<file path="src/lane_enc_pkg.sv">
// Constants and types for the 62b/64b lane frame encoder
package lane_enc_pkg;
	localparam int             FRAME_W        = 64;
	localparam int             PAYLOAD_W      = 62;
	localparam int             LFSR_W         = 31;
	localparam int             TOGGLE_POS     = 62;
	localparam int             INV_POS        = 63;
	localparam int             LFSR_TAP_LO    = 3;
	localparam logic [63:0]    ALIGN_PATTERN  = 64'hACF0_FF00_FFFF_0000;
	localparam logic [30:0]    LFSR_SEED_DEF  = 31'h0000_0001;
	localparam int             ALIGN_FRAMES   = 32;
	localparam int             SEED_FRAMES    = 32;
	localparam int             DISP_LIMIT     = 64;
	localparam int             DISP_W         = 9;
	localparam int             CNT_W          = 6;

	typedef enum logic [2:0] {
		ST_IDLE    = 3'b001,
		ST_PATTERN = 3'b010,
		ST_SEED    = 3'b100
	} phase_e;
endpackage

</file>
<file path="src/lane_62b64b_frame_encoder.sv">
// Per-lane 62b/64b transmit frame encoder with output skid buffer
`timescale 1ns/1ps
`default_nettype none
module lane_62b64b_frame_encoder
	import lane_enc_pkg::*;
#(
	parameter logic [LFSR_W-1:0] LFSR_SEED     = LFSR_SEED_DEF,
	parameter logic [63:0]       ALIGN_WORD    = ALIGN_PATTERN,
	parameter int                ALIGN_COUNT   = ALIGN_FRAMES,
	parameter int                SEED_COUNT    = SEED_FRAMES
) (
	input  wire logic                 i_sys_clk,
	input  wire logic                 i_sys_rst,
	input  wire logic                 i_clk_en,
	input  wire logic                 i_sync,
	input  wire logic                 i_toggle_hold,
	input  wire logic [PAYLOAD_W-1:0] i_data,
	input  wire logic                 i_data_valid,
	output logic                      o_data_ready,
	output logic [FRAME_W-1:0]        o_frame,
	output logic                      o_frame_valid,
	input  wire logic                 i_frame_ready,
	output logic                      o_pattern_phase,
	output logic                      o_seed_phase
);
	// ************************************************************
	// Input synchronisers (sync and option come from pins)
	// ************************************************************
	logic       sync_m_r, sync_s_r, sync_d_r;
	logic       hold_m_r, hold_s_r;
	wire        sync_pulse = sync_s_r & ~sync_d_r;

	always_ff @(posedge i_sys_clk or posedge i_sys_rst) begin
		if (i_sys_rst) begin
			sync_m_r <= 1'b0;
			sync_s_r <= 1'b0;
			sync_d_r <= 1'b0;
			hold_m_r <= 1'b0;
			hold_s_r <= 1'b0;
		end else if (i_clk_en) begin
			sync_m_r <= i_sync;
			sync_s_r <= sync_m_r;
			sync_d_r <= sync_s_r;
			hold_m_r <= i_toggle_hold;
			hold_s_r <= hold_m_r;
		end
	end

	// ************************************************************
	// Scrambler sequence
	// ************************************************************
	function automatic logic [LFSR_W-1:0] lfsr_step(input logic [LFSR_W-1:0] s);
		logic [LFSR_W-1:0] n;
		n = '0;
		for (int i = LFSR_TAP_LO; i < LFSR_W; i++) begin
			n[i] = s[i] ^ s[i-LFSR_TAP_LO];
		end
		for (int i = 0; i < LFSR_TAP_LO; i++) begin
			n[i] = s[i] ^ s[i+LFSR_W-2*LFSR_TAP_LO] ^ s[i+LFSR_W-LFSR_TAP_LO];
		end
		return n;
	endfunction

	// Ones minus zeros of a 64-bit word
	function automatic logic signed [DISP_W-1:0] word_disp(input logic [FRAME_W-1:0] w);
		logic signed [DISP_W-1:0] d;
		d = '0;
		for (int i = 0; i < FRAME_W; i++) begin
			d = w[i] ? d + DISP_W'(1) : d - DISP_W'(1);
		end
		return d;
	endfunction

	logic [LFSR_W-1:0]        lfsr_r;
	wire  [LFSR_W-1:0]        lfsr_a = lfsr_step(lfsr_r);
	wire  [LFSR_W-1:0]        lfsr_b = lfsr_step(lfsr_a);
	wire  [PAYLOAD_W-1:0]     seq_word = {lfsr_b, lfsr_a};

	// ************************************************************
	// Phase control
	// ************************************************************
	phase_e               phase_r;
	logic [CNT_W-1:0]     cnt_r;
	logic                 toggle_r;
	logic signed [DISP_W-1:0] disp_r;
	logic                 buf_ready;

	wire  in_idle   = (phase_r == ST_IDLE);
	wire  in_pat    = (phase_r == ST_PATTERN);
	wire  in_seed   = (phase_r == ST_SEED);
	wire  fire      = buf_ready & (in_idle ? i_data_valid : 1'b1);
	wire  cnt_last  = in_pat ? (cnt_r == CNT_W'(ALIGN_COUNT - 1))
	                         : (cnt_r == CNT_W'(SEED_COUNT - 1));
	// Pattern frames leave toggle, sequence and disparity untouched
	wire  lane_step = fire & ~in_pat;

	// ************************************************************
	// Phase sequencer
	// ************************************************************
	phase_e               phase_nxt;

	// Sync outranks everything, so a pulse mid-sequence restarts it
	always_comb begin
		phase_nxt = phase_r;
		unique case (phase_r)
			ST_IDLE: begin
				phase_nxt = ST_IDLE;
			end
			ST_PATTERN: begin
				if (fire && cnt_last) begin
					phase_nxt = ST_SEED;
				end
			end
			ST_SEED: begin
				if (fire && cnt_last) begin
					phase_nxt = ST_IDLE;
				end
			end
			default: begin
				phase_nxt = ST_IDLE;
			end
		endcase
		if (sync_pulse) begin
			phase_nxt = ST_PATTERN;
		end
	end

	// ************************************************************
	// Frame build and disparity decision
	// ************************************************************
	wire  toggle_bit = hold_s_r ? 1'b1 : toggle_r;
	wire  [PAYLOAD_W-1:0] payload = in_seed ? seq_word : (i_data ^ seq_word);
	wire  [FRAME_W-2:0]   inv63 = {toggle_bit, payload};
	wire  signed [DISP_W-1:0] plain_disp = word_disp({1'b0, inv63}) + DISP_W'(1);
	wire  signed [DISP_W-1:0] trial = disp_r + plain_disp - DISP_W'(1);
	wire  over = (trial > DISP_W'(DISP_LIMIT)) || (trial < -DISP_W'(DISP_LIMIT));
	wire  [FRAME_W-1:0]   coded = over ? {1'b1, ~inv63}
	                                   : {1'b0, inv63};
	wire  [FRAME_W-1:0]   frame_nxt = in_pat ? ALIGN_WORD : coded;
	wire  signed [DISP_W-1:0] disp_nxt = in_pat ? disp_r : disp_r + word_disp(coded);

	assign o_data_ready    = buf_ready & in_idle;
	assign o_pattern_phase = in_pat;
	assign o_seed_phase    = in_seed;

	always_ff @(posedge i_sys_clk or posedge i_sys_rst) begin
		if (i_sys_rst) begin
			phase_r  <= ST_IDLE;
			cnt_r    <= '0;
			toggle_r <= 1'b0;
			disp_r   <= '0;
			lfsr_r   <= LFSR_SEED;
		end else if (i_clk_en) begin
			phase_r <= phase_nxt;
			if (sync_pulse) begin
				cnt_r    <= '0;
				toggle_r <= 1'b0;
				disp_r   <= '0;
				lfsr_r   <= LFSR_SEED;
			end else if (fire) begin
				if (!in_idle) begin
					cnt_r <= cnt_last ? '0 : cnt_r + CNT_W'(1);
				end
				if (lane_step) begin
					toggle_r <= ~toggle_r;
					lfsr_r   <= lfsr_b;
					disp_r   <= disp_nxt;
				end
			end
		end
	end

	// ************************************************************
	// Two-entry output buffer
	// ************************************************************
	// Ready is registered-free of the sink, so a stall costs no word
	logic [FRAME_W-1:0] ent_r [2];
	logic               rd_ptr_r;
	logic               wr_ptr_r;
	logic [1:0]         fill_r;
	wire                pop = o_frame_valid & i_frame_ready;
	// A frame built on the sync cycle belongs to the old sequence: drop it
	wire                push = fire & ~sync_pulse;
	wire                buf_full = (fill_r == 2'h2);
	wire                buf_empty = (fill_r == 2'h0);

	assign buf_ready     = ~buf_full;
	assign o_frame_valid = ~buf_empty;
	assign o_frame       = ent_r[rd_ptr_r];

	always_ff @(posedge i_sys_clk or posedge i_sys_rst) begin
		if (i_sys_rst) begin
			ent_r[0] <= '0;
			ent_r[1] <= '0;
			rd_ptr_r <= 1'b0;
			wr_ptr_r <= 1'b0;
			fill_r   <= 2'd0;
		end else if (i_clk_en) begin
			if (push) begin
				ent_r[wr_ptr_r] <= frame_nxt;
				wr_ptr_r        <= ~wr_ptr_r;
			end
			if (pop) begin
				rd_ptr_r <= ~rd_ptr_r;
			end
			fill_r <= fill_r + 2'(push) - 2'(pop);
		end
	end
endmodule
`default_nettype wire

</file>
<file path="config.mk">
export PLATFORM = sky130hd
export DESIGN_NAME = lane_62b64b_frame_encoder
export DESIGN_NICKNAME = d
export VERILOG_FILES = /design/src/lane_enc_pkg.sv /design/src/lane_62b64b_frame_encoder.sv
export SDC_FILE = /design/constraint.sdc
export NUM_CORES = 1
export LEC_CHECK = 0
export BUFFER_PORTS_ARGS = -buffer_cell sky130_fd_sc_hd__buf_2
export CAP_MARGIN = 10
export CORE_ASPECT_RATIO = 0.6
export CORE_MARGIN = 2
export CORE_UTILIZATION = 45
export CTS_BUF_LIST = sky130_fd_sc_hd__clkbuf_8
export CTS_CLUSTER_DIAMETER = 120
export DETAILED_ROUTE_END_ITERATION = 10
export GPL_ROUTABILITY_DRIVEN = 0
export GPL_TIMING_DRIVEN = 0
export MAX_ROUTING_LAYER = met4
export PLACE_DENSITY = 0.61
export SYNTH_ARGS = -nofsm -noshare
export SYNTH_HDL_FRONTEND = slang
export SYNTH_SLANG_ARGS = --single-unit
</file>
<file path="constraint.sdc">
create_clock -name i_sys_clk -period 78.4 [get_ports i_sys_clk]
set_clock_uncertainty 0.15 [all_clocks]
set_input_delay 11.76 -clock i_sys_clk [delete_from_list [all_inputs] [get_ports i_sys_clk]]
set_output_delay 11.76 -clock i_sys_clk [all_outputs]
set_load 0.05 [all_outputs]
</file>
Word level (Yosys, flattened, before mapping)
Index checks and enable logic that the tools add are counted.
{ "word_totals": {"register_bits": 187, "input_bits": 69, "out_inout_bits": 68, "elab_cells": 541} }
{ "op_classes": {"addsub": 258, "order_cmp": 5, "n_eq_ne": 9, "mux": 156, "n_bitwise": 86, "n_reduce_logical": 12} }
{ "ops": {"columns": ["operator", "n"], "rows": [
  ["2-to-1 mux 9 bit", 131],
  ["subtractor 9 x 2 -> 9 bit, second input constant", 127],
  ["adder 9 x 2 -> 9 bit, second input constant", 126],
  ["2-to-1 mux 64 bit", 6],
  ["bitwise mux 128 bit", 1],
  ["2-to-1 mux 31 bit", 3],
  ["bitwise XOR 1 bit", 68],
  ["demux 64 bit (select 1 bit)", 1],
  ["NOT 63 bit", 1],
  ["2-to-1 mux 62 bit", 1],
  ["bitwise XOR 62 bit", 1],
  ["2-to-1 mux 6 bit", 4],
  ["adder 9 bit", 2],
  ["> comparator 9 x 8 -> 1 bit, second input constant", 1],
  ["less-than comparator 9 x 7 -> 1 bit, second input constant", 1],
  ["2-to-1 mux 3 bit", 3],
  ["AND reduction 3 bit", 3],
  ["NOT 1 bit", 8],
  ["adder 6 x 1 -> 6 bit, second input constant", 1],
  ["bitwise AND 1 bit", 6],
  ["== test 6 x 5 -> 1 bit, second input constant", 1],
  ["!= test 3 x 2 -> 1 bit, second input constant", 2],
  ["case mux 3 bit (2 select lines)", 1],
  ["2-to-1 mux 1 bit", 5],
  ["16 further kinds", 22]
]} }

Longest topological paths before layout
{ "depth": {"depth_word": 270, "ltp_mapped": 348, "mapped_depth_nobuf": 343} }

Least setup slack after synthesis
Ideal clock, no wire load.
{ "synth_path": {"kind": "input to register", "start": "input port i_data[2]", "end": "register disp_r[8]", "setup_time_ps": 83, "arrival_ps": 85943, "required_time_ps": 78167, "setup_slack_ps": -7776, "cell_stages": 340, "path_buffers": 2, "path_cell_list": "nand2_1 xnor2_1 fa_1 inv_1 ha_1 inv_1 fa_1 inv_1 fa_1 inv_1 ha_1 xnor2_1 inv_1 fa_1 inv_1 ha_1 xnor2_1 inv_1 [304 not listed] inv_1 ha_1 o21a_1 o21a_1 o21ai_0 nand2b_1 a21o_1 a21oi_1 xnor2_1 ha_1 a21oi_1 o21ai_0 xor2_1 xnor2_1 xnor2_1 xnor3_1 xnor3_1 o21ai_0"} }
{ "synth_between": {"elab_chain_cells": 262, "word_cells_on_any_way": 387, "classes_between": "add/sub: 251; order compare: 2; mux: 131; bitwise: 2; reduce/logical: 1"} }
{ "synth_lines": {"columns": ["element", "line", "rtl"], "rows": [
  ["start: declaration", "lane_62b64b_frame_encoder.sv:17", "input wire logic [PAYLOAD_W-1:0] i_data,"],
  ["bitwise XOR 62 bit *", "lane_62b64b_frame_encoder.sv:132", "wire [PAYLOAD_W-1:0] payload = in_seed ? seq_word : (i_data ^ seq_word);"],
  ["2-to-1 mux 62 bit *", "lane_62b64b_frame_encoder.sv:132", null],
  ["2-to-1 mux 9 bit", "lane_62b64b_frame_encoder.sv:69", "d = w[i] ? d + DISP_W'(1) : d - DISP_W'(1);"],
  ["subtractor 9 x 2 -> 9 bit / adder 9 x 2 -> 9 bit (equally long branches)", "lane_62b64b_frame_encoder.sv:69", null],
  ["2-to-1 mux 9 bit", "lane_62b64b_frame_encoder.sv:69", null],
  ["subtractor 9 x 2 -> 9 bit / adder 9 x 2 -> 9 bit (equally long branches)", "lane_62b64b_frame_encoder.sv:69", null],
  ["2-to-1 mux 9 bit", "lane_62b64b_frame_encoder.sv:69", null],
  ["subtractor 9 x 2 -> 9 bit / adder 9 x 2 -> 9 bit (equally long branches)", "lane_62b64b_frame_encoder.sv:69", null],
  ["[246 not listed]", null, null],
  ["2-to-1 mux 9 bit", "lane_62b64b_frame_encoder.sv:69", null],
  ["subtractor 9 x 2 -> 9 bit / adder 9 x 2 -> 9 bit (equally long branches)", "lane_62b64b_frame_encoder.sv:69", null],
  ["2-to-1 mux 9 bit *", "lane_62b64b_frame_encoder.sv:69", null],
  ["adder 9 bit *", "lane_62b64b_frame_encoder.sv:140", "wire signed [DISP_W-1:0] disp_nxt = in_pat ? disp_r : disp_r + word_disp(coded);"],
  ["2-to-1 mux 9 bit *", "lane_62b64b_frame_encoder.sv:140", null],
  ["2-to-1 mux 9 bit *", "lane_62b64b_frame_encoder.sv:164", "if (lane_step) begin"],
  ["2-to-1 mux 9 bit *", "lane_62b64b_frame_encoder.sv:160", "end else if (fire) begin"],
  ["2-to-1 mux 9 bit *", "lane_62b64b_frame_encoder.sv:155", "if (sync_pulse) begin"],
  ["end signal: assignment", "lane_62b64b_frame_encoder.sv:167", "disp_r <= disp_nxt;"],
  ["end: declaration", "lane_62b64b_frame_encoder.sv:85", "logic signed [DISP_W-1:0] disp_r;"]
]} }
Every way passes the cells marked *; elsewhere a longest branch is shown, timed or not. The select of a mux whose other input is x is not followed.
A chain may end at the register's enable or synchronous reset.

Worst setup path in the final report
{ "layout_path": {"start": "input port i_data[0]", "end": "register disp_r[8]"} }
{ "layout_between": {"elab_chain_cells": 266, "word_cells_on_any_way": 393, "classes_between": "add/sub: 255; order compare: 2; mux: 133; bitwise: 2; reduce/logical: 1"} }
{ "layout_lines": {"columns": ["element", "line"], "rows": [
  ["bitwise XOR 62 bit *", "lane_62b64b_frame_encoder.sv:132"],
  ["2-to-1 mux 62 bit *", "lane_62b64b_frame_encoder.sv:132"],
  ["2-to-1 mux 9 bit", "lane_62b64b_frame_encoder.sv:69"],
  ["subtractor 9 x 2 -> 9 bit / adder 9 x 2 -> 9 bit (equally long branches)", "lane_62b64b_frame_encoder.sv:69"],
  ["2-to-1 mux 9 bit", "lane_62b64b_frame_encoder.sv:69"],
  ["subtractor 9 x 2 -> 9 bit / adder 9 x 2 -> 9 bit (equally long branches)", "lane_62b64b_frame_encoder.sv:69"],
  ["2-to-1 mux 9 bit", "lane_62b64b_frame_encoder.sv:69"],
  ["subtractor 9 x 2 -> 9 bit / adder 9 x 2 -> 9 bit (equally long branches)", "lane_62b64b_frame_encoder.sv:69"],
  ["[250 not listed]", null],
  ["2-to-1 mux 9 bit", "lane_62b64b_frame_encoder.sv:69"],
  ["subtractor 9 x 2 -> 9 bit / adder 9 x 2 -> 9 bit (equally long branches)", "lane_62b64b_frame_encoder.sv:69"],
  ["2-to-1 mux 9 bit *", "lane_62b64b_frame_encoder.sv:69"],
  ["adder 9 bit *", "lane_62b64b_frame_encoder.sv:140"],
  ["2-to-1 mux 9 bit *", "lane_62b64b_frame_encoder.sv:140"],
  ["2-to-1 mux 9 bit *", "lane_62b64b_frame_encoder.sv:164"],
  ["2-to-1 mux 9 bit *", "lane_62b64b_frame_encoder.sv:160"],
  ["2-to-1 mux 9 bit *", "lane_62b64b_frame_encoder.sv:155"]
]} }
Marked as above.

==> impl_table.tex <==
\begin{tabular}{lr}
\hline
Metric & Value \\
\hline
\multicolumn{2}{l}{\textbf{Timing}} \\
\quad Number of pins with negative max-slew slack in the final report & 0 \\
\quad Worst max-slew margin expressed relative to the limit & 14.8\% \\
\quad Count of final hold-check violations & 0 \\
\quad Upper clock frequency limit & 0.0123 GHz \\
\quad Final worst path period share & 104\% \\
\quad Clock period minus worst slack & 81.52 ns \\
\quad Unrepaired setup endpoints after global routing & yes \\
\quad Pin slew with the least headroom to its limit & 1.27 ns \\
\quad Final setup fails & 7 \\
\quad Final worst-path setup slack & -3.12 ns \\
\multicolumn{2}{l}{\textbf{Global route}} \\
\quad Number of global-route vias before repair & 34000 \\
\quad Remaining Overflow, GRT & 0 \\
\quad Maximum number of pins on one net before global-route repair & 118 \\
\quad All-layer global routing usage & 24.2\% \\
\quad Initial antenna violation count & 1 \\
\quad First-pass GRT wire length & 182000 um \\
\multicolumn{2}{l}{\textbf{Placed design}} \\
\quad Detail Placement HPWL & 96200 um \\
\quad Area of placed instances & 46500 um\^{}2 \\
\quad Port-buffer cells & 136 \\
\multicolumn{2}{l}{\textbf{Worst setup path}} \\
\quad Top cell family by delay on the critical path & adder cells \\
\quad Flop-to-flop setup slack & 5.72 ns \\
\quad RR Endpoint & disp\_r[8]\$\_DFFE\_PP0P\_ \\
\quad Worst reg-to-reg path cell count & 337 \\
\quad Category of the critical setup timing path & in -> reg \\
\quad Largest incremental delay on the critical path & 0.53 ns \\
\quad Worst EP arrival & 81.93 ns \\
\quad CP endpoint kind & flop \\
\quad Required time of the critical path & 78.81 ns \\
\quad Startpoint of the lowest-slack register-to-register path & phase\_r[0]\$\_DFFE\_PP1P\_ \\
\quad Max Fanout on Critical Path & 5 \\
\quad Critical Path Most Common Cell & inv\_2 \\
\quad Crit path max-delay cell type & fa\_1 \\
\quad Startpoint class of the critical path & input pin \\
\quad Crit path buf inv count & 85 \\
\multicolumn{2}{l}{\textbf{Logic synthesis}} \\
\quad Number of instances in the synthesized netlist & 5224 \\
\quad Sequential share of the synthesized area & 10.9\% \\
\quad Synthesis warning total & 0 \\
\quad Number of register bits inferred by synthesis & 186 \\
\quad Top cell type's share of synthesized area & 27.0\% \\
\quad Primary flip-flop cell chosen by synthesis mapping & dfrtp\_1 \\
\quad Mean instance size in the synthesized netlist & 8.19 um\^{}2 \\
\quad Largest cells by area after synthesis & ha\_1, xnor2\_1, dfrtp\_1, inv\_1, a21oi\_1 \\
\quad Async set-reset flop share out of synthesis & 100\% \\
\quad Syn Std Cell Area & 42800 um\^{}2 \\
\quad Count of flip-flops with a built-in enable after synthesis & 0 \\
\quad Netlist cell types & 58 \\
\quad Yosys top cell by area & ha\_1 \\
\quad Post-synth net total & 6287 \\
\multicolumn{2}{l}{\textbf{Worst hold path}} \\
\quad Instance count along the most critical hold path & 2 \\
\quad Endpoint of the worst hold-timing path & ent\_r[37]\$\_DFFE\_PP0P\_ \\
\quad HP Start & ent\_r[37]\$\_DFFE\_PP0P\_ \\
\quad Worst min-delay path class & reg -> reg \\
\multicolumn{2}{l}{\textbf{Die}} \\
\quad Placeable core area & 94100 um\^{}2 \\
\quad Number of primary I/O pins & 137 \\
\quad Vertical die dimension & 243 um \\
\quad Area of the die & 97600 um\^{}2 \\
\quad Initial cell density of the core & 45.5\% \\
\quad Placement Rows & 87 \\
\quad Overall die width & 402 um \\
\multicolumn{2}{l}{\textbf{Clocking}} \\
\quad CTS tree & yes \\
\quad Skew-Pair Late Insertion Delay & 0.63 ns \\
\quad Max H-tree Level & 4 \\
\quad Number of clock buffers inserted by TritonCTS & 17 \\
\quad Clock slew at the register clock pins of the worst setup and hold paths & 0.13 ns \\
\quad Buffer depth of the longest clock path & 2 \\
\quad Clock root cell & clkbuf\_8 \\
\quad Clk sinks & 186 \\
\multicolumn{2}{l}{\textbf{Detailed routing}} \\
\quad Routed wire per std cell & 17.0 um \\
\quad Total number of vias & 35500 \\
\quad Violation count after the first detailed-routing iteration & 2173 \\
\quad WL final & 116000 um \\
\quad Router iterations before antenna repair & 6 \\
\quad Residual DRC & 0 \\
\quad Per-cell via count in the routed design & 5.19 \\
\quad Routed Antenna Nets & 0 \\
\multicolumn{2}{l}{\textbf{Final layout}} \\
\quad Fill cell total of the finished layout & 8746 \\
\quad Synth-to-Final Area Change & 17.8\% \\
\quad Layout cells sized above 1 & 17.6\% \\
\quad Final-stage net count & 6641 \\
\quad Final core utilization & 53.6\% \\
\quad Final non-filler cell area & 50400 um\^{}2 \\
\multicolumn{2}{l}{\textbf{Run status}} \\
\quad Violations in the final reports & setup timing \\
\quad Outcome & finished, violations left \\
\multicolumn{2}{l}{\textbf{Flow run}} \\
\quad Max-capacitance violation count & 0 \\
\hline
\end{tabular}
==> kinds of logic (layout without fill, tap and decap cells) <==
family | count (synthesis) | count (layout) | synth area share (%)
AO/OA/AOI/OAI | 1356 | 1356 | 19.3
XOR/XNOR | 971 | 971 | 21.1
adder cells (fa/ha/maj) | 994 | 994 | 30.3
buffers and inverters | 734 | 1101 | 6.57
flip-flops | 186 | 186 | 10.9
multiplexers | 76 | 76 | 1.99
other | 0 | 3 | 0
AND/OR/NAND/NOR | 907 | 907 | 9.75
==> per-layer routing <==
layer / vias up / track usage, % / routed length (um)
li1: 18400 / - / -
met1: 16400 / 35.4 / 60100
met2: 598 / 34.4 / 47600
met3: 94 / 4.53 / 6820
met4: 0 / 4.54 / 1810
met5: - / - / 0
==> area by class of cell <==
type,instances,area [um^2],area share (%)
multi-input cells,4304,38600,76.6
flip-flops and latches,186,4660,9.24
inverters,649,2450,4.86
repair buffers,335,2270,4.51
well taps,1246,1560,3.09
plain buffers,85,415,0.825
clock buffers,17,234,0.464
clock inverters,15,193,0.383
diodes,3,7.51,0.0149
==> placed cells by master, fill, tap and decap left out, types with 105 or more instances in the layout <==
| cell type | Yosys | layout |
|---|---|---|
| nand2_1 | 259 | 256 |
| nor2_1 | 296 | 281 |
| inv_2 | 20 | 105 |
| ha_1 | 922 | 832 |
| a21o_1 | 210 | 210 |
| a21oi_1 | 461 | 415 |
| buf_2 | 6 | 138 |
| inv_1 | 629 | 541 |
| xor2_1 | 179 | 172 |
| o21a_1 | 147 | 146 |
| xnor2_1 | 741 | 601 |
| dfrtp_1 | 184 | 184 |
| buf_4 | 1 | 184 |
| xnor2_2 | 23 | 134 |
| o21bai_1 | 129 | 118 |
| o21ai_0 | 310 | 289 |
| nor2b_1 | 112 | 108 |
==> worst max-delay path by stage <==
| stage | start | endpoint | slack, ns | cells past startpoint |
|---|---|---|---|---|
| floorplan | i_data[2] | disp_r[8]$_DFFE_PP0P_ | -0.83 | 339 |
| detailed placement | i_data[2] | disp_r[8]$_DFFE_PP0P_ | -6.02 | 324 |
| global placement | i_data[2] | disp_r[8]$_DFFE_PP0P_ | -5.68 | 337 |
| global route | i_data[0] | disp_r[8]$_DFFE_PP0P_ | -6.18 | 329 |
| CTS | i_data[1] | disp_r[8]$_DFFE_PP0P_ | -3.25 | 330 |
| finish | i_data[0] | disp_r[8]$_DFFE_PP0P_ | -3.12 | 333 |
==> worst reg2reg max path, delay by kind of cell, from the launching register on <==
family	cells	cell delay, ns
xor+xnor	91	14.53
compound gates	17	2.53
fa+ha+maj	125	45.98
simple gates	13	1.27
mux	3	0.77
flops	1	0.59
buf+inv	88	6.86
==> cells in the mapped netlist (all sizes together) (3+ instances only) <==
cell type,number
and3,3
inv,649
xor2,184
nand2b,94
o21ai,319
clkbuf,67
o2bb2ai,3
mux2i,5
nor2b,112
o21a,147
o22ai,6
a21o,210
ha,922
fa,72
o2111ai,6
xnor2,764
o21bai,129
nor3,84
dfrtp,184
a21boi,20
nor2,296
and2,3
o41ai,15
a31oi,8
a21oi,461
o41a,3
nand2,260
xnor3,23
or2,3
or3,12
nand3,27
mux2,71
a22o,16
nand4,4
buf,18
o211ai,7
nand4b,3
==> what timing repair did <==
item	4_1_cts	5_1_grt
hold endpoints to repair	0	0
resized for setup	140	290
hold buffers	0	0
pin swaps	170	278
endpoints found under the setup margin	7	7
buffers inserted	98	82
==> sequential cells by signal, summed over array words and instances (netlist names) <==
| register | cells |
|---|---|
| cnt_r | 6 |
| disp_r | 8 |
| ent_r | 128 |
| fill_r | 2 |
| hold_m_r | 1 |
| hold_s_r | 1 |
| lfsr_r | 31 |
| phase_r | 3 |
| rd_ptr_r | 1 |
| sync_d_r | 1 |
| sync_m_r | 1 |
| sync_s_r | 1 |
| toggle_r | 1 |
| wr_ptr_r | 1 |
==> per-stage QoR <==
stage               instances  hold slack [ns]  setup TNS (ns)  worst slack (ns)
finish                   6840            0.341          -14.00             -3.12
detailed placement       6623            0.315          -31.65             -6.02
CTS                      6752            0.343          -13.94             -3.25
global placement         6606            0.307          -29.68             -5.68
floorplan                5224            0.294          -0.830            -0.830
global route             6838            0.364          -34.39             -6.18
Power is left out: the tool's default activity adds up to more than one toggle a clock period on the data nets, which glitch-free logic cannot reach.
